--- src/rtl/boot_loader_map.svh ---
/*
  Named offsets, fields, codes and timing for the self boot loader.
  Assumes inclusion by bare name from the loader module and the bench.
*/
`ifndef BOOT_LOADER_MAP_SVH
`define BOOT_LOADER_MAP_SVH
// register indices; byte address is four times the index
`define BL_IDX_FLAG   16'hf427
`define BL_IDX_CAUSE  16'hf428
`define BL_IDX_CTRL   16'hf429
// image format
`define BL_SENTINEL   8'haa
`define BL_HDR_END    4'hf
`define BL_BHDR_END   4'h7
`define BL_FOOT_END   4'h7
`define BL_WORD_END   2'h3
`define BL_F_FIRST    119:96
`define BL_F_DIV      87:80
`define BL_F_FB       71:64
`define BL_F_CHK      55:48
`define BL_F_MCLK     39:32
`define BL_F_SPEED    31:0
`define BL_F_LAST     63
`define BL_F_BANK     49:48
`define BL_F_BASE     47:32
`define BL_F_LEN      31:16
`define BL_F_JUMP     15:0
`define BL_BANK_BAD   2'h3
`define BL_TRIES      2'h3
// link framing
`define BL_SPI_READ   8'h03
`define BL_I2C_WR     8'ha0
`define BL_I2C_RD     8'ha1
`define BL_SPI_BITS   6'd39
`define BL_I2C_ACK    4'h8
`define BL_I2C_RSTART 3'h2
`define BL_I2C_RDBYTE 3'h4
// panic causes
`define BL_C_NONE     4'h0
`define BL_C_SENT     4'h1
`define BL_C_PLL      4'h2
`define BL_C_BANK     4'h3
`define BL_C_NACK     4'h4
`define BL_C_SUM      4'h5
// timing: quarter bit periods, rounded up
`define BL_CLK_NS     20
`define BL_SPI_NS     1000
`define BL_I2C_NS     10000
`define BL_SPI_QTR    ((`BL_SPI_NS / 4 + `BL_CLK_NS - 1) / `BL_CLK_NS)
`define BL_I2C_QTR    ((`BL_I2C_NS / 4 + `BL_CLK_NS - 1) / `BL_CLK_NS)
`endif

--- src/rtl/bl_pkg.sv ---
/*
  Types of the self boot loader: loader and link state enumerations.
  Assumes nothing of its surroundings.
*/
package bl_pkg;
  typedef enum logic [2:0] {IDLE, HDR, BHDR, DATA, FOOT, DONE, PANIC} boot_state_t;
  typedef enum logic [1:0] {L_IDLE, L_START, L_BITS, L_STOP} link_state_t;
endpackage

--- src/rtl/eeprom_self_boot_loader.sv ---
/*
  Self boot loader: fetches a boot image byte by byte from a serial EEPROM over
  SPI or I2C, loads blocks into memory, checks the footer sum and starts the core.
  Assumes synchronous pin inputs, external pull-ups on the I2C lines and an APB master.
*/
// Functional notes
// three attempts, then panic and sleep
// panic only visible in flag and cause registers
// header, blocks, footer parsed in order
// header is 16 bytes from address 0
// first byte must be sentinel 0xaa
// 24-bit pointer gives first block address
// apply pll settings, check byte is their sum
// eight-byte block header then four-byte packets
// last flag set means footer follows
// producer writes reserved bits as zero
// bank select 0,1 data, 2 program
// words stored from base address upward
// length counts 32-bit words in block
// jump address taken from last block only
// footer is 64-bit sum of 32-bit words
// sum mismatch raises a panic
// zero footer skips the sum check
// split i2c memory treated as separate part
// block header byte order, msb first
// pll values in odd header bytes, speed last
// boot on reset release while enable high
// select pin low at start picks i2c
// spi read command 0x03, mode 3, msb first
// i2c device 0x50 with 16-bit address
`timescale 1ns/1ps
`include "boot_loader_map.svh"
module eeprom_self_boot_loader #(
  parameter int SPI_QTR = `BL_SPI_QTR,
  parameter int I2C_QTR = `BL_I2C_QTR
) (
  input  wire logic        pclk,
  input  wire logic        presetn,
  input  wire logic        psel,
  input  wire logic        penable,
  input  wire logic        pwrite,
  input  wire logic [17:0] paddr,
  input  wire logic [31:0] pwdata,
  output logic      [31:0] prdata,
  output logic             pready,
  output logic             pslverr,
  input  wire logic        boot_enable_pin,
  input  wire logic        select_pin_i,
  output logic             select_pin_o,
  output logic             select_pin_oe,
  output logic             mosi_o,
  output logic             mosi_oe,
  output logic             clk_pin_o,
  output logic             clk_pin_oe,
  input  wire logic        data_pin_i,
  output logic             data_pin_o,
  output logic             data_pin_oe,
  output logic      [7:0]  pll_input_divider,
  output logic      [7:0]  pll_feedback_divider,
  output logic      [7:0]  pll_clock_out,
  output logic             pll_load,
  output logic      [31:0] mem_speed,
  output logic             mem_wr_en,
  output logic      [1:0]  mem_bank,
  output logic      [15:0] mem_addr,
  output logic      [31:0] mem_wdata,
  output logic             core_run,
  output logic      [15:0] core_jump_addr,
  output logic             core_sleep
);
  bl_pkg::boot_state_t st;
  bl_pkg::link_state_t lk;
  logic [7:0]   div;
  logic         tick;
  logic [1:0]   q;
  logic [5:0]   bitn;
  logic [3:0]   ibit;
  logic [2:0]   byten;
  logic [39:0]  tx;
  logic [7:0]   rx;
  logic         clk_lvl;
  logic         sda_lvl;
  logic         cs_lvl;
  logic         mosi_lvl;
  logic         lk_req;
  logic         lk_done;
  logic         lk_nack;
  logic         spi_mode;
  logic         pending_boot;
  logic         sw_go;
  logic         pend;
  logic [23:0]  ptr;
  logic [3:0]   cnt;
  logic [119:0] img;
  logic [63:0]  sum;
  logic [1:0]   attempt;
  logic         last;
  logic [15:0]  base;
  logic [15:0]  left;
  logic [15:0]  jump;
  logic [3:0]   cause;
  logic         panic;
  logic         fault;
  logic [3:0]   fault_code;
  logic [31:0]  rd;
  wire  [127:0] nb      = {img, rx};
  wire          got     = pend & lk_done;
  wire          active  = (st != bl_pkg::IDLE) && (st != bl_pkg::DONE) && (st != bl_pkg::PANIC);
  wire          setup   = psel & ~penable;
  wire  [15:0]  idx     = paddr[17:2];
  wire          hit     = (idx == `BL_IDX_FLAG) || (idx == `BL_IDX_CAUSE) || (idx == `BL_IDX_CTRL);
  wire          ctrl_wr = psel & penable & pready & pwrite & (idx == `BL_IDX_CTRL) & pwdata[0];
  wire  [7:0]   pll_sum = 8'(nb[`BL_F_DIV] + nb[`BL_F_FB] + nb[`BL_F_MCLK]);

  // quarter-bit enable; the rate follows the link chosen at boot start
  always_ff @(posedge pclk or negedge presetn) begin
    if (!presetn) begin
      div  <= 8'h00;
      tick <= 1'b0;
    end else begin
      tick <= (div == 8'h00);
      if (div == 8'h00) begin
        div <= spi_mode ? 8'(SPI_QTR - 1) : 8'(I2C_QTR - 1);
      end else begin
        div <= div - 8'h01;
      end
    end
  end

  // byte link: one whole addressed read per byte, slow but identical for both buses
  always_ff @(posedge pclk or negedge presetn) begin
    if (!presetn) begin
      lk       <= bl_pkg::L_IDLE;
      q        <= 2'h0;
      bitn     <= 6'h00;
      ibit     <= 4'h0;
      byten    <= 3'h0;
      tx       <= 40'h00_0000_0000;
      rx       <= 8'h00;
      clk_lvl  <= 1'b1;
      sda_lvl  <= 1'b1;
      cs_lvl   <= 1'b1;
      mosi_lvl <= 1'b1;
      lk_done  <= 1'b0;
      lk_nack  <= 1'b0;
    end else begin
      lk_done <= 1'b0;
      case (lk)
        bl_pkg::L_IDLE: if (lk_req) begin
          lk      <= spi_mode ? bl_pkg::L_BITS : bl_pkg::L_START;
          q       <= 2'h0;
          bitn    <= 6'h00;
          ibit    <= 4'h0;
          byten   <= 3'h0;
          lk_nack <= 1'b0;
          cs_lvl  <= ~spi_mode;
          if (spi_mode) begin
            tx <= {`BL_SPI_READ, ptr, 8'hff};
          end else begin
            tx <= {`BL_I2C_WR, ptr[15:0], `BL_I2C_RD, 8'hff};
          end
        end
        bl_pkg::L_START: if (tick) begin
          // sda falls while scl is high; also serves as repeated start
          q <= q + 2'h1;
          case (q)
            2'h0: sda_lvl <= 1'b1;
            2'h1: clk_lvl <= 1'b1;
            2'h2: sda_lvl <= 1'b0;
            default: begin
              clk_lvl <= 1'b0;
              lk      <= bl_pkg::L_BITS;
            end
          endcase
        end
        bl_pkg::L_BITS: if (tick) begin
          q <= q + 2'h1;
          if (spi_mode) begin
            // mode 3: shift out on falling edge, sample after rising
            case (q)
              2'h0: begin
                clk_lvl  <= 1'b0;
                mosi_lvl <= tx[39];
              end
              2'h2: clk_lvl <= 1'b1;
              2'h3: begin
                rx   <= {rx[6:0], data_pin_i};
                tx   <= {tx[38:0], 1'b1};
                bitn <= bitn + 6'h01;
                if (bitn == `BL_SPI_BITS) begin
                  lk <= bl_pkg::L_STOP;
                end
              end
              default: ;
            endcase
          end else begin
            case (q)
              2'h0: begin
                clk_lvl <= 1'b0;
                // released on ack slots and throughout the read byte, which ends in a nack
                sda_lvl <= (ibit == `BL_I2C_ACK) || (byten == `BL_I2C_RDBYTE) || tx[39];
              end
              2'h1: clk_lvl <= 1'b1;
              2'h2: begin
                if (ibit != `BL_I2C_ACK) begin
                  rx <= {rx[6:0], data_pin_i};
                end else if (byten != `BL_I2C_RDBYTE && data_pin_i) begin
                  lk_nack <= 1'b1;
                end
              end
              default: begin
                clk_lvl <= 1'b0;
                ibit    <= ibit + 4'h1;
                if (ibit != `BL_I2C_ACK) begin
                  tx <= {tx[38:0], 1'b1};
                end else begin
                  ibit  <= 4'h0;
                  byten <= byten + 3'h1;
                  if (byten == `BL_I2C_RSTART) begin
                    lk <= bl_pkg::L_START;
                  end else if (byten == `BL_I2C_RDBYTE) begin
                    lk <= bl_pkg::L_STOP;
                  end
                end
              end
            endcase
          end
        end
        bl_pkg::L_STOP: if (tick) begin
          // spi deselects; i2c raises sda while scl is high
          q <= q + 2'h1;
          case (q)
            2'h0: begin
              cs_lvl  <= 1'b1;
              clk_lvl <= spi_mode;
              sda_lvl <= 1'b0;
            end
            2'h1: clk_lvl <= 1'b1;
            2'h2: sda_lvl <= 1'b1;
            default: begin
              lk_done <= 1'b1;
              lk      <= bl_pkg::L_IDLE;
            end
          endcase
        end
        default: lk <= bl_pkg::L_IDLE;
      endcase
    end
  end

  // pin drivers; pins stay released outside a load, so no panic level reaches them
  always_ff @(posedge pclk or negedge presetn) begin
    if (!presetn) begin
      select_pin_o  <= 1'b1;
      select_pin_oe <= 1'b0;
      mosi_o        <= 1'b1;
      mosi_oe       <= 1'b0;
      clk_pin_o     <= 1'b1;
      clk_pin_oe    <= 1'b0;
      data_pin_o    <= 1'b0;
      data_pin_oe   <= 1'b0;
    end else begin
      select_pin_o  <= cs_lvl;
      select_pin_oe <= active & spi_mode;
      mosi_o        <= mosi_lvl;
      mosi_oe       <= active & spi_mode;
      clk_pin_o     <= ~spi_mode | clk_lvl;
      clk_pin_oe    <= active & (spi_mode | ~clk_lvl);
      data_pin_o    <= 1'b0;
      data_pin_oe   <= active & ~spi_mode & ~sda_lvl;
    end
  end

  // fault detection on each arriving byte, first cause wins
  always_comb begin
    fault      = 1'b0;
    fault_code = `BL_C_NONE;
    if (got) begin
      if (lk_nack) begin
        fault      = 1'b1;
        fault_code = `BL_C_NACK;
      end else if (st == bl_pkg::HDR && cnt == 4'h0 && rx != `BL_SENTINEL) begin
        fault      = 1'b1;
        fault_code = `BL_C_SENT;
      end else if (st == bl_pkg::HDR && cnt == `BL_HDR_END && nb[`BL_F_CHK] != pll_sum) begin
        fault      = 1'b1;
        fault_code = `BL_C_PLL;
      end else if (st == bl_pkg::BHDR && cnt == `BL_BHDR_END &&
                   nb[`BL_F_BANK] == `BL_BANK_BAD) begin
        fault      = 1'b1;
        fault_code = `BL_C_BANK;
      end else if (st == bl_pkg::FOOT && cnt == `BL_FOOT_END && nb[63:0] != 64'h0 &&
                   nb[63:0] != sum) begin
        fault      = 1'b1;
        fault_code = `BL_C_SUM;
      end
    end
  end

  // loader sequence: header, blocks, footer, with retry on any fault
  always_ff @(posedge pclk or negedge presetn) begin
    if (!presetn) begin
      st                   <= bl_pkg::IDLE;
      pending_boot         <= 1'b1;
      sw_go                <= 1'b0;
      spi_mode             <= 1'b0;
      pend                 <= 1'b0;
      lk_req               <= 1'b0;
      ptr                  <= 24'h00_0000;
      cnt                  <= 4'h0;
      img                  <= '0;
      sum                  <= 64'h0;
      attempt              <= 2'h0;
      last                 <= 1'b0;
      base                 <= 16'h0000;
      left                 <= 16'h0000;
      jump                 <= 16'h0000;
      cause                <= `BL_C_NONE;
      panic                <= 1'b0;
      pll_input_divider    <= 8'h00;
      pll_feedback_divider <= 8'h00;
      pll_clock_out        <= 8'h00;
      pll_load             <= 1'b0;
      mem_speed            <= 32'h0000_0000;
      mem_wr_en            <= 1'b0;
      mem_bank             <= 2'h0;
      mem_addr             <= 16'h0000;
      mem_wdata            <= 32'h0000_0000;
      core_run             <= 1'b0;
      core_jump_addr       <= 16'h0000;
      core_sleep           <= 1'b0;
    end else begin
      lk_req    <= 1'b0;
      pll_load  <= 1'b0;
      mem_wr_en <= 1'b0;
      // a software start arriving as one is consumed is kept
      sw_go <= ctrl_wr | (sw_go & ~(st == bl_pkg::IDLE));
      case (st)
        bl_pkg::IDLE: begin
          pending_boot <= 1'b0;
          if ((pending_boot & boot_enable_pin) | sw_go) begin
            spi_mode   <= select_pin_i;
            st         <= bl_pkg::HDR;
            ptr        <= 24'h00_0000;
            cnt        <= 4'h0;
            sum        <= 64'h0;
            attempt    <= 2'h0;
            cause      <= `BL_C_NONE;
            panic      <= 1'b0;
            core_run   <= 1'b0;
            core_sleep <= 1'b0;
          end
        end
        bl_pkg::DONE, bl_pkg::PANIC: if (sw_go) begin
          st <= bl_pkg::IDLE;
        end
        default: begin
          if (!pend) begin
            lk_req <= 1'b1;
            pend   <= 1'b1;
          end else if (lk_done) begin
            pend <= 1'b0;
            ptr  <= ptr + 24'h00_0001;
            cnt  <= cnt + 4'h1;
            img  <= nb[119:0];
            if (cnt[1:0] == `BL_WORD_END && st != bl_pkg::FOOT) begin
              sum <= sum + {32'h0000_0000, nb[31:0]};
            end
            if (fault) begin
              cause <= fault_code;
              if (attempt == `BL_TRIES - 2'h1) begin
                st         <= bl_pkg::PANIC;
                panic      <= 1'b1;
                core_sleep <= 1'b1;
              end else begin
                attempt <= attempt + 2'h1;
                st      <= bl_pkg::HDR;
                ptr     <= 24'h00_0000;
                cnt     <= 4'h0;
                sum     <= 64'h0;
              end
            end else begin
              case (st)
                bl_pkg::HDR: if (cnt == `BL_HDR_END) begin
                  pll_input_divider    <= nb[`BL_F_DIV];
                  pll_feedback_divider <= nb[`BL_F_FB];
                  pll_clock_out        <= nb[`BL_F_MCLK];
                  pll_load             <= 1'b1;
                  mem_speed            <= nb[`BL_F_SPEED];
                  ptr                  <= nb[`BL_F_FIRST];
                  cnt                  <= 4'h0;
                  st                   <= bl_pkg::BHDR;
                end
                bl_pkg::BHDR: if (cnt == `BL_BHDR_END) begin
                  last     <= nb[`BL_F_LAST];
                  mem_bank <= nb[`BL_F_BANK];
                  base     <= nb[`BL_F_BASE];
                  left     <= nb[`BL_F_LEN];
                  cnt      <= 4'h0;
                  if (nb[`BL_F_LAST]) begin
                    jump <= nb[`BL_F_JUMP];
                  end
                  if (nb[`BL_F_LEN] != 16'h0000) begin
                    st <= bl_pkg::DATA;
                  end else if (nb[`BL_F_LAST]) begin
                    st <= bl_pkg::FOOT;
                  end
                end
                bl_pkg::DATA: if (cnt[1:0] == `BL_WORD_END) begin
                  mem_wr_en <= 1'b1;
                  mem_addr  <= base;
                  mem_wdata <= nb[31:0];
                  base      <= base + 16'h0001;
                  left      <= left - 16'h0001;
                  if (left == 16'h0001) begin
                    cnt <= 4'h0;
                    st  <= last ? bl_pkg::FOOT : bl_pkg::BHDR;
                  end
                end
                bl_pkg::FOOT: if (cnt == `BL_FOOT_END) begin
                  st             <= bl_pkg::DONE;
                  core_run       <= 1'b1;
                  core_jump_addr <= jump;
                end
                default: st <= bl_pkg::IDLE;
              endcase
            end
          end
        end
      endcase
    end
  end

  // register read mux; writes to read-only words are ignored
  always_comb begin
    rd = 32'h0000_0000;
    case (idx)
      `BL_IDX_FLAG:  rd = {29'h0, active, core_run, panic};
      `BL_IDX_CAUSE: rd = {26'h0, attempt, cause};
      `BL_IDX_CTRL:  rd = {31'h0, sw_go};
      default:       rd = 32'h0000_0000;
    endcase
  end

  // apb slave: read data latched in setup so the access phase never waits
  always_ff @(posedge pclk or negedge presetn) begin
    if (!presetn) begin
      prdata  <= 32'h0000_0000;
      pready  <= 1'b0;
      pslverr <= 1'b0;
    end else begin
      pready  <= setup;
      pslverr <= setup & ~hit;
      if (setup) begin
        prdata <= rd;
      end
    end
  end
endmodule

--- config.mk ---
export PLATFORM = sky130hd
export DESIGN_NAME = eeprom_self_boot_loader
export DESIGN_NICKNAME = d
export VERILOG_FILES = /design/src/rtl/bl_pkg.sv /design/src/rtl/eeprom_self_boot_loader.sv
export VERILOG_INCLUDE_DIRS = /design/src /design/src/rtl
export SDC_FILE = /design/constraint.sdc
export NUM_CORES = 1
export LEC_CHECK = 0
export CORE_MARGIN = 3
export CORE_UTILIZATION = 69
export DETAILED_ROUTE_END_ITERATION = 10
export DONT_BUFFER_PORTS = 1
export GPL_TIMING_DRIVEN = 0
export PLACE_DENSITY_LB_ADDON = 0.25
export SKIP_CTS_REPAIR_TIMING = 1
export SLEW_MARGIN = 20
export SYNTH_ARGS = -nofsm -noshare
export SYNTH_HDL_FRONTEND = slang
export SYNTH_SLANG_ARGS = --single-unit
--- constraint.sdc ---
create_clock -name pclk -period 10.71 [get_ports pclk]
set_input_delay 0.5355 -clock pclk [delete_from_list [all_inputs] [get_ports pclk]]
set_output_delay 0.5355 -clock pclk [all_outputs]
set_load 0.02 [all_outputs]
* Word-level counts from Yosys, hierarchy flattened
Index checks and enable logic that the tools add are counted.
** Word-level totals
- Register bits :: 513
- Input port bits :: 58
- Output and inout bits :: 168
- Logic and storage cells :: 414
** Cells by class
- $add $sub $neg :: 13
- Eq/ne operators :: 74
- Multiplexer cells :: 178
- Bitwise logic cells :: 27
- Reduce and logical (&&, ||, !) cells :: 70
** Operator list (count)
- two-way mux 64 bit :: 6
- two-way mux 40 bit :: 7
- two-way mux 24 bit :: 7
- one-hot mux 64 bit (2 select lines) :: 1
- one-hot mux 40 bit (2 select lines) :: 1
- two-way mux 3 bit :: 25
- two-way mux 4 bit :: 17
- adder 64 x 32 -> 64 bit :: 1
- two-way mux 16 bit :: 4
- != test 64 bit :: 1
- one-hot mux 16 bit (2 select lines) :: 2
- nonzero test 64 bit :: 1
- two-way mux 1 bit :: 53
- == test 16 bit (second input constant) :: 3
- one-hot mux 24 bit (2 select lines) :: 1
- AND reduction 6 bit :: 8
- two-way mux 2 bit :: 21
- two-way mux 8 bit :: 5
- != test 2 bit (second input constant) :: 18
- != test 3 bit (second input constant) :: 12
- AND reduction 7 bit :: 4
- adder 24 x 1 -> 24 bit (second input constant) :: 1
- two-way mux 6 bit :: 4
- one-hot mux 4 bit (2 select lines) :: 3
- other kinds (57) :: 156

* Logic depth before layout (Yosys ltp)
Gate-level depths: netlist of the first run.
- Depth after elaboration :: 14
- Gate-level depth with buffers :: 16
- Mapped depth without buffers :: 12

* Worst setup path before layout of the first run
No wires, ideal clock.
- Kind :: reg-to-reg
- From :: register img[25]
- To :: register mem_addr[10]
- Setup time :: 0.125 ns
- Arrival time :: 4.000 ns
- Data required time :: 10.585 ns
- Path slack :: 6.585 ns
- Cell stages (with the launch flop) :: 17
- Path buffers :: 4
- Clock period less this slack :: 4.125 ns
- Cell sequence :: dfrtp_1 fa_1 ha_1 fa_1 xnor2_1 xnor2_1 nor4_1 nand3_1 o31ai_1 and3_1 buf_4 and2_4 buf_6 nand2_4 buf_6 buf_6 mux2_4
** Between the ends
- Word-level cells in the longest chain between the ends :: 11
- Elaborated cells on any way between the ends :: 15
- Classes of those cells :: add/sub (1); eq/ne (2); mux (6); bitwise (1); reduce/logical (5)
** Ends and longest elaborated chain
- start: declaration :: line eeprom_self_boot_loader.sv:94 : logic [119:0] img;
- start signal: assignment :: line eeprom_self_boot_loader.sv:365 : img <= nb[119:0];
- parallel branches: the longest is 5 deep, another holds adder 8 bit
- two-way mux 1 bit * :: line eeprom_self_boot_loader.sv:285 : end else if (st == bl_pkg::HDR && cnt == `BL_HDR_END && nb[`BL_F_CHK] != pll_sum) begin
- two-way mux 1 bit * :: line eeprom_self_boot_loader.sv:282 : end else if (st == bl_pkg::HDR && cnt == 4'h0 && rx != `BL_SENTINEL) begin
- two-way mux 1 bit * :: line eeprom_self_boot_loader.sv:279 : if (lk_nack) begin
- two-way mux 1 bit * :: line eeprom_self_boot_loader.sv:278 : if (got) begin
- inverter 1 bit (no source line) *
- AND reduction 6 bit (no source line) *
- end signal: assignment :: line eeprom_self_boot_loader.sv:411 : mem_addr <= base;
- end: declaration :: line eeprom_self_boot_loader.sv:65 : output logic [15:0] mem_addr,
Every way passes the cells marked *.
A chain may end at the register's enable or synchronous reset.

* Final worst setup path of the first run
- From :: register img[25]
- To :: register sum[29]
** Between the ends
- Word-level cells in the longest chain between the ends :: 13
- Elaborated cells on any way between the ends :: 17
- Classes of those cells :: add/sub (1); eq/ne (2); mux (10); reduce/logical (4)
** Ends and longest elaborated chain
- parallel branches: the longest is 5 deep, another holds adder 8 bit
- two-way mux 1 bit * :: line eeprom_self_boot_loader.sv:285
- two-way mux 1 bit * :: line eeprom_self_boot_loader.sv:282
- two-way mux 1 bit * :: line eeprom_self_boot_loader.sv:279
- two-way mux 1 bit * :: line eeprom_self_boot_loader.sv:278
- two-way mux 64 bit * :: line eeprom_self_boot_loader.sv:369 : if (fault) begin
- two-way mux 64 bit * :: line eeprom_self_boot_loader.sv:361 : end else if (lk_done) begin
- two-way mux 64 bit * :: line eeprom_self_boot_loader.sv:358 : if (!pend) begin
- one-hot mux 64 bit (2 select lines) * :: line eeprom_self_boot_loader.sv:338 : case (st)
- end signal: assignment :: line eeprom_self_boot_loader.sv:367 : sum <= sum + {32'h0000_0000, nb[31:0]};
- end: declaration :: line eeprom_self_boot_loader.sv:95 : logic [63:0] sum;
Every way passes the cells marked *. The select of a mux whose other input is x is not followed.

==> results of run 1 <==
## registers in the layout, indices dropped and copies added, names as in the netlist, 5 cells and up
name,count
sum,64
img,112
mem_wdata,32
pll_input_divider,8
pll_clock_out,8
jump,16
ptr,24
pll_feedback_divider,8
mem_speed,32
prdata,5
rx,8
tx,40
bitn,6
core_jump_addr,16
div,8
mem_addr,16
left,16
base,16
## layer usage
metal	up-vias	routed length (um)	GRT usage [%]
met4	0	3430	16.1
met3	273	6420	7.51
met5	-	0	0
met2	1135	33000	60.1
li1	8922	-	-
met1	9826	26400	47.3
## logic make-up (layout without fill, tap and decap cells)
logic type,after synthesis,in the layout
other,1,29
AND/OR/NAND/NOR,1000,1000
buffers and inverters,220,312
XOR/XNOR,106,106
AO/OA/AOI/OAI,485,485
flip-flops,485,485
multiplexers,167,167
adder cells (fa/ha/maj),66,66
## cells in the mapped netlist, types with 31 or more instances
cell type and number:
nor4_1 35, inv_1 54, xor2_1 50, mux2_2 138
and3_1 33, a21oi_1 151, nand2_1 516, nand4_1 39
a21o_1 34, dfrtp_1 477, nor2_1 183, o21ai_0 128
nand3_1 71, clkbuf_1 105, xnor2_1 56, buf_4 31
ha_1 57
## metrics by stage
step	hold WS [ns]	worst slack (ns)	power (mW)
global route	-0.386	5.17	3.73
floorplan	0.240	6.58	1.89
global placement	0.251	5.42	1.89
finish	-0.369	5.36	3.65
detailed placement	0.253	5.31	1.89
CTS	-0.396	5.27	3.66
## cells in the final DEF, fill, tap and decap left out, types with 23 or more instances in the layout
master / netlist / layout
and3_1: 33 / 33
xor2_1: 50 / 50
o21ai_0: 128 / 128
conb_1: 1 / 28
buf_4: 31 / 31
clkbuf_1: 105 / 112
inv_1: 54 / 54
xnor2_1: 56 / 56
nand4_1: 39 / 39
a21oi_1: 151 / 150
nor4_1: 35 / 35
clkbuf_16: 0 / 50
nand3_1: 71 / 71
a21o_1: 34 / 34
dfrtp_1: 477 / 477
nor2_1: 183 / 183
nand2_1: 516 / 516
ha_1: 57 / 57
nor3_1: 23 / 23
mux2_2: 138 / 138
## report_power, final
part / internal, mW / switching [mW]
sequential: 1.83 / 0.00138
clock: 1.04 / 0.745
combinational: 0.00849 / 0.0120
total: 2.89 / 0.759
## final timing paths
kind | startpoint | endpoint | slack [ns] | depth (start not counted)
min reg2reg | mosi_lvl | mosi_o | 0.37 | 0
min | presetn | st[0] | -0.37 | 0
max reg2reg | img[25] | sum[29] | 5.36 | 14
min in group pclk | select_pin_i | spi_mode | 0.06 | 2
max | img[25] | sum[29] | 5.36 | 14
max in group asynchronous | presetn | img[59] | 9.94 | 0
## area by class of cell
type / instances / area share (%)
multi-input combinational: 1852 / 42.4
clock buffer: 73 / 5.60
sequential: 485 / 45.4
buffer: 166 / 2.90
tap: 455 / 2.13
clock inverter: 19 / 0.758
antenna: 1 / 0.00936
inverter: 54 / 0.758
## critical path: stages, from the launching register on
cell     delay, ns
dfrtp_1       0.70
fa_1          0.52
ha_1          0.25
fa_1          0.42
xnor2_1       0.22
xnor2_1       0.09
nor4_1        0.32
nand3_1       0.16
o31ai_2       0.71
and3_1        0.27
buf_4         0.16
a21oi_1       0.13
o21ai_0       0.69
buf_2         0.44
a22o_1        0.21
==> impl_metrics.tcl, run 1 <==
set metrics [dict create \
    leakage_nw 13.5 \
    insertion_delay_ns 0.61 \
    synthAdderAreaFrac_pct 3.67 \
    yosys.area.top_type "dfrtp_1" \
    worstSetupStartpointType "register" \
    yosysTopAreaCellShare_pct 49.0 \
    h-tree-depth 2 \
    power_density_nw_per_um2 136 \
    die_w_um 194 \
    slew_viol_final 0 \
    fin_cells 3105 \
    final_util_pct 77.2 \
    setup_viol 0 \
    synth_top_family_by_area "simple AND/OR/NAND/NOR gates" \
    fin_area_um2 26700 \
    cts_tree "built" \
    first_iter_violations 1780 \
    vias_per_cell 6.49 \
    clock-sinks 485 \
    synth_area_per_cell_um2 9.62 \
    rsz0062_at_grt "false" \
    synth-seq-cells 485 \
    die_area_um2 37600 \
    fin_crit_sh_pct 49.9 \
    hold_violations 478 \
    peakVddDrop_mv 0.142 \
    min-delay-path-class "input pin to async pin" \
    cts_root_buffer "clkbuf_16" \
    postRouteAntennaNets 0 \
    area_growth_syn_to_layout_pct 9.81 \
    synth_compound_gate_area_share_pct 12.4 \
    crit_fanout 10 \
    post-route-min-period_ns 5.35 \
    clkTransAtPathRegs_ns 0.07 \
    ys.flop_type "dfrtp_1" \
    dpl.hpwl_um 48300 \
    synth_area_leaders "dfrtp_1 (49%), nand2_1 (8.0%), mux2_2 (6.4%)" \
    vias 20200 \
    overflow 0 \
    syn-instance-count 2530 \
    nNetsFinal 2733 \
    antenna_found_initial 0 \
    drc_errors 0 \
    grt_pass1_vias 20200 \
    synth_edf_count 0 \
    crit_type "register to register" \
    fillers 2298 \
    cts_buffers 50 \
    grt_max_degree 486 \
    violations "hold timing" \
    port_buffers 0 \
    synth_cell_types 78 \
    cap_violations 0 \
    worst_slew_pin_slew_ns 1.39 \
    cts.path.max_buffers 3 \
    num_rows 68 \
    post_drt_wl_per_cell_um 22.3 \
    grt_pass1_wl_um 110000 \
    cp.arrival_ns 5.87 \
    multi_input_area_um2 11300 \
    synth_area_um2 24300 \
    worst_setup_path_end_kind "register" \
    synth-xor-area-share_pct 3.81 \
    wl_um 69200 \
    hold_ws_ns -0.369 \
    place_inst 3012 \
    drt-pass1-iter-count 6 \
    yosys_warnings 0 \
    fin_skew_ns 0.0229 \
    fmax_mhz 187 \
    drive_gt1_share_pct 12.0 \
    slew_headroom_pct 7.25 \
    start_util_pct 70.3 \
    place_congestion 0.949 \
    outcome "finished, violations left" \
    synthArstFlopShare_pct 100 \
    pin_count 226 \
    dpl_cell_area_um2 25000 \
    seq_area_frac_synth_pct 49.9 \
    synth-simple-area-share_pct 18.4 \
    ff_latch_area_um2 12100 \
    worstPathRequired_ns 11.24 \
    die_h_um 194 \
    design.core.area_um2 34600 \
    grtUsageTotal_pct 36.4 \
    setup_tns_ns 0 \
    synth_mux_area_share_pct 7.76 \
]
Power figures use the tool's default switching activity.
==> run 2: changes to the inputs <==
--- a/config.mk
+++ b/config.mk
@@ -7,7 +7,7 @@
 export NUM_CORES = 1
 export LEC_CHECK = 0
 export CORE_MARGIN = 3
-export CORE_UTILIZATION = 69
+export CORE_UTILIZATION = 58
 export DETAILED_ROUTE_END_ITERATION = 10
 export DONT_BUFFER_PORTS = 1
 export GPL_TIMING_DRIVEN = 0
==> constraint.sdc (replaced) <==
create_clock -name pclk -period 4.65 [get_ports pclk]
set_input_delay 0.2325 -clock pclk [delete_from_list [all_inputs] [get_ports pclk]]
set_output_delay 0.2325 -clock pclk [all_outputs]
set_load 0.02 [all_outputs]
==> run 2 against run 1 <==
Net effect: the run still ends with hold timing left; clock skew shrank 0.00070 ns; design area increased by 1.3%; clock power rose by 140%; wire length fell by 0.71%; worst hold slack lost 0.28 ns; register-to-register slack got worse by 5.2 ns; sequential share of layout area decreased by 0.58 points; worst setup slack worse by 5.2 ns; critical path type unchanged; largest power group unchanged.
==> impl_metrics.tcl, run 2 (synthesis results as in run 1) <==
set metrics [dict create \
    grtUsageTotal_pct 30.7 \
    final_cell_mix "nand2_1 (516), dfrtp_1 (475), nor2_1 (182)" \
    leakage_nw 13.6 \
    n_antenna_cell 0 \
    p_total_mw 8.51 \
    worstPathRequired_ns 5.13 \
    num_rows 74 \
    slowest_stage "dfrtp_1" \
    wl_um 68800 \
    outcome "finished, violations left" \
    crit_path_frequent_cell "buf_6" \
    die_w_um 211 \
    power_density_nw_per_um2 314 \
    cpLargestDelayFamily "compound AO/OA/AOI/OAI gates" \
    min-delay-path-class "input pin to async pin" \
    worst_slew_pin_slew_ns 1.13 \
    area_growth_syn_to_layout_pct 11.3 \
    reg_top3 "img: 112 flops, sum: 64 flops, tx: 40 flops" \
    h-tree-depth 2 \
    cts_root_buffer "clkbuf_16" \
    grt_max_degree 486 \
    crit_buf_inv 4 \
    drt-pass1-iter-count 6 \
    violations "hold timing" \
    clock-sinks 485 \
    crit_fanout 10 \
    slew_headroom_pct 24.3 \
    path_cells "fa_1, fa_1, a21o_1, a21oi_1, o21ai_0, xnor2_1, o31ai_4, and3_1, buf_4, and2_4, buf_6, nand2_4, buf_6, buf_6, mux2_4" \
    first_iter_violations 2184 \
    insertion_delay_ns 0.60 \
    die_h_um 211 \
    drc_errors 0 \
    setup_viol 0 \
    nNetsFinal 2751 \
    cts_tree "built" \
    worstSetupStartpointType "register" \
    largest_register_ffs 112 \
    grt_pass1_wl_um 108000 \
    design.core.area_um2 41100 \
    cp.arrival_ns 4.98 \
    hold_ws_ns -0.649 \
    regMostFlops "img" \
    fmax_mhz 223 \
    dpl.hpwl_um 48100 \
    clkTransAtPathRegs_ns 0.06 \
    vias 19600 \
    slew_viol_final 0 \
    place_congestion 0.948 \
    port_buffers 0 \
    drive_gt1_share_pct 12.6 \
    slowest_delay_ns 0.62 \
    start_util_pct 59.2 \
    cts_buffers 51 \
    fin_skew_ns 0.0222 \
    grt_pass1_vias 19400 \
    cap_violations 0 \
    die_area_um2 44500 \
    vias_per_cell 6.14 \
    antenna_found_initial 0 \
    crit_type "register to register" \
    peakVddDrop_mv 0.365 \
    postRouteAntennaNets 0 \
    timing.final.ws_setup_ns 0.159 \
    worst_setup_path_end_kind "register" \
    fin_crit_sh_pct 96.6 \
    post-route-min-period_ns 4.49 \
    post_drt_wl_per_cell_um 21.5 \
    overflow 0 \
    pin_count 226 \
    dp_slack_ns -0.524 \
    layout_commonest_cell "nand2_1" \
    cts.path.max_buffers 3 \
    hold_violations 485 \
]
[run 2: changes by cell type in the layout (fill, tap and decap cells not counted), sizes merged]
cell / previous run / this run
buf: 61 / 69
bufinv: 3 / 6
clkbuf: 178 / 179
clkinv: 10 / 11
clkinvlp: 3 / 0
diode: 1 / 0
dlygate4sd3: 0 / 7
inv: 57 / 55
[run 2: per-stage QoR]
step / utilization [%] / hold slack, ns / cells / TNS [ns] / instance area, um2
final: 65.9 / -0.649 / 3196 / 0 / 27100
after global routing: 65.9 / -0.673 / 3196 / -0.153 / 27100
after CTS: 65.3 / -0.677 / 3179 / -59.77 / 26900
after detailed placement: 61.1 / -0.0460 / 3089 / -54.72 / 25100
after global placement: 61.1 / -0.0439 / 3089 / -132.37 / 25100
after floorplan: - / -0.0631 / 2557 / 0 / 24500
[run 2: where the power goes]
| group | switching, mW | total [mW] | internal, mW |
|---|---|---|---|
| Sequential | 0.00335 | 4.23 | 4.22 |
| Clock | 1.71 | 4.23 | 2.52 |
| Combinational | 0.0293 | 0.0522 | 0.0229 |
[run 2: cell type report]
class	instances	area, um2
repair buffers	17	170
clock buffers	72	1470
clock inverters	18	259
flip-flops and latches	485	12100
fillers	3314	14000
multi-input cells	1852	11400
plain buffers	166	792
inverters	54	203
well taps	532	666
[run 2: layer usage]
layer / up-vias / share of wire, % / track usage [%]
met5: - / 0 / 0
met4: 0 / 3.4 / 11.7
met3: 186 / 6.8 / 4.62
met2: 830 / 49 / 51.3
met1: 9670 / 41 / 41.1
li1: 8944 / - / -
[run 2: worst paths after layout]
check,startpoint,end,slack (ns),depth (start not counted)
worst max-delay path,img[26],mem_addr[6],0.16,15
worst min-delay path,presetn,core_jump_addr[0],-0.65,0
worst max register to register,img[26],mem_addr[6],0.16,15
worst min register to register,mosi_lvl,mosi_o,0.37,0
max in group asynchronous,presetn,img[25],4.37,0
min in group pclk,paddr[2],prdata[0],0,4
==> run 3: changes to the inputs <==
--- a/config.mk
+++ b/config.mk
@@ -7,7 +7,7 @@
 export NUM_CORES = 1
 export LEC_CHECK = 0
 export CORE_MARGIN = 3
-export CORE_UTILIZATION = 58
+export CORE_UTILIZATION = 31
 export DETAILED_ROUTE_END_ITERATION = 10
 export DONT_BUFFER_PORTS = 1
 export GPL_TIMING_DRIVEN = 0
==> run 3 against run 2 <==
Net effect: the flow finishes with violations (hold timing, slew limit); total power is 2.3% higher; sequential cell count stayed put; first-iteration DRC count is 26% lower; clock skew is 0.010 ns higher; count of clock-buffer cells in the layout is 9 higher; largest cell class unchanged; largest power group is now clock.
==> impl_metrics.tcl, run 3 (synthesis results as in run 1) <==
set metrics [dict create \
    fin_skew_ns 0.0325 \
    cts_tree "built" \
    h-tree-depth 2 \
    nNetsFinal 2753 \
    r2r_cells 15 \
    num_rows 102 \
    worst_setup_path_end_kind "register" \
    place_congestion 0.875 \
    crit_type "register to register" \
    vias_per_cell 5.19 \
    rr_endpoint "mem_addr[6]" \
    design.core.area_um2 77600 \
    reg2reg_slack_ns 0.15 \
    clock-sinks 485 \
    pin_count 226 \
    worstPathRequired_ns 5.14 \
    antenna_found_initial 2 \
    crit_fanout 10 \
    setup_tns_ns 0 \
    cp.arrival_ns 4.99 \
    regMostFlops "img" \
    p_total_mw 8.70 \
    insertion_delay_ns 0.63 \
    area_growth_syn_to_layout_pct 14.3 \
    grt_pass1_wl_um 114000 \
    die_w_um 286 \
    post-route-min-period_ns 4.50 \
    drc_errors 0 \
    slew_headroom_pct -91.9 \
    cts.path.max_buffers 3 \
    die_h_um 286 \
    fmax_mhz 222 \
    layout_commonest_cell "nand2_1" \
    reg_top3 "img: 112 flops, sum: 64 flops, tx: 40 flops" \
    setup_viol 0 \
    start_util_pct 31.4 \
    overflow 0 \
    fillers 7856 \
    worst_slew_pin_slew_ns 2.88 \
    violations "hold timing, slew limit" \
    slew_viol_final 399 \
    dpl.hpwl_um 52100 \
    grt_pass1_vias 18900 \
    multi_input_area_um2 11400 \
    drt-pass1-iter-count 5 \
    power_density_nw_per_um2 313 \
    cap_violations 0 \
    worstSetupStartpointType "register" \
    vias 19300 \
    hold_ws_ns -0.618 \
    ff_latch_area_um2 12200 \
    post_drt_wl_per_cell_um 20.1 \
    fin_crit_sh_pct 96.9 \
    die_area_um2 81900 \
    min-delay-path-class "input pin to async pin" \
    port_buffers 0 \
    final_cell_mix "nand2_1 (515), dfrtp_1 (470), nor2_1 (183)" \
    largest_register_ffs 112 \
    peakVddDrop_mv 0.264 \
    dpl_cell_area_um2 25800 \
    fin_area_um2 27800 \
    first_iter_violations 1607 \
    grtUsageTotal_pct 17.7 \
    leakage_nw 13.6 \
    grt_max_degree 486 \
    drive_gt1_share_pct 12.9 \
    rr_startpoint "img[20]" \
    n_antenna_cell 0 \
    hold_violations 484 \
    wl_um 74700 \
    cts_root_buffer "clkbuf_16" \
    clkTransAtPathRegs_ns 0.06 \
    cts_buffers 56 \
    postRouteAntennaNets 0 \
    outcome "finished, violations left" \
]
[run 3: cell types whose count changed in the layout (fill, tap and decap cells not counted), moves of 3 or more]
cell / previous run / this run
bufinv_16: 6 / 3
clkbuf_1: 107 / 111
clkbuf_16: 51 / 57
clkinv_2: 7 / 10
clkinvlp_4: 0 / 5
dfrtp_1: 475 / 470
dfrtp_2: 2 / 7
nor4_1: 35 / 32
nor4_2: 2 / 5
[run 3: per-stage QoR]
| step | instances | hold slack, ns | util (%) | setup WS [ns] |
|---|---|---|---|---|
| 3_5_place_dp | 3597 | -0.0124 | 33.2 | -0.698 |
| 4_1_cts | 3698 | -0.674 | 35.6 | -0.716 |
| 3_3_place_gp | 3597 | -0.00999 | 33.2 | -1.07 |
| 2_1_floorplan | 2557 | -0.0631 | - | 0.525 |
| 5_1_grt | 3712 | -0.673 | 35.9 | -0.0322 |
| 6_report | 3712 | -0.618 | 35.9 | 0.146 |
[run 3: power breakdown]
group	total (mW)	switching (mW)	internal, mW
clock	4.42	1.83	2.60
combinational	0.0523	0.0295	0.0228
sequential	4.23	0.00374	4.22
[run 3: cell type report]
class / count / share of cell area, %
flip-flops and latches: 485 / 43.7
repair buffers: 14 / 0.486
clock inverters: 20 / 0.702
well taps: 1040 / 4.68
clock buffers: 81 / 5.88
inverters: 54 / 0.729
plain buffers: 166 / 2.85
multi-input cells: 1852 / 41.0
[run 3: critical path, stage by stage, from the launching register on]
cell	delay (ns)
dfrtp_1	0.57
ha_1	0.30
clkbuf_1	0.22
nor4_2	0.43
nand4_1	0.27
nor4_1	0.23
nand4_1	0.38
a211oi_4	0.46
and3_1	0.21
buf_4	0.19
and2_4	0.16
buf_6	0.14
nand2_4	0.11
buf_6	0.19
buf_6	0.17
mux2_4	0.31
[run 3: layer usage]
layer	track usage, %	share of wire [%]
met1	23.0	43
met2	29.5	47
met3	3.54	6.2
met4	6.12	3.3
met5	0	0.016
[run 3: worst max path at each step]
| stage | end | slack, ns | startpoint | cells after the start |
|---|---|---|---|---|
| floorplan | mem_addr[10] | 0.52 | img[25] | 16 |
| global placement | mem_speed[1] | -1.07 | img[25] | 14 |
| detailed placement | mem_speed[9] | -0.70 | img[25] | 14 |
| CTS | mem_speed[7] | -0.72 | img[25] | 14 |
| global route | mem_addr[12] | -0.03 | img[20] | 15 |
| finish | mem_addr[6] | 0.15 | img[20] | 15 |
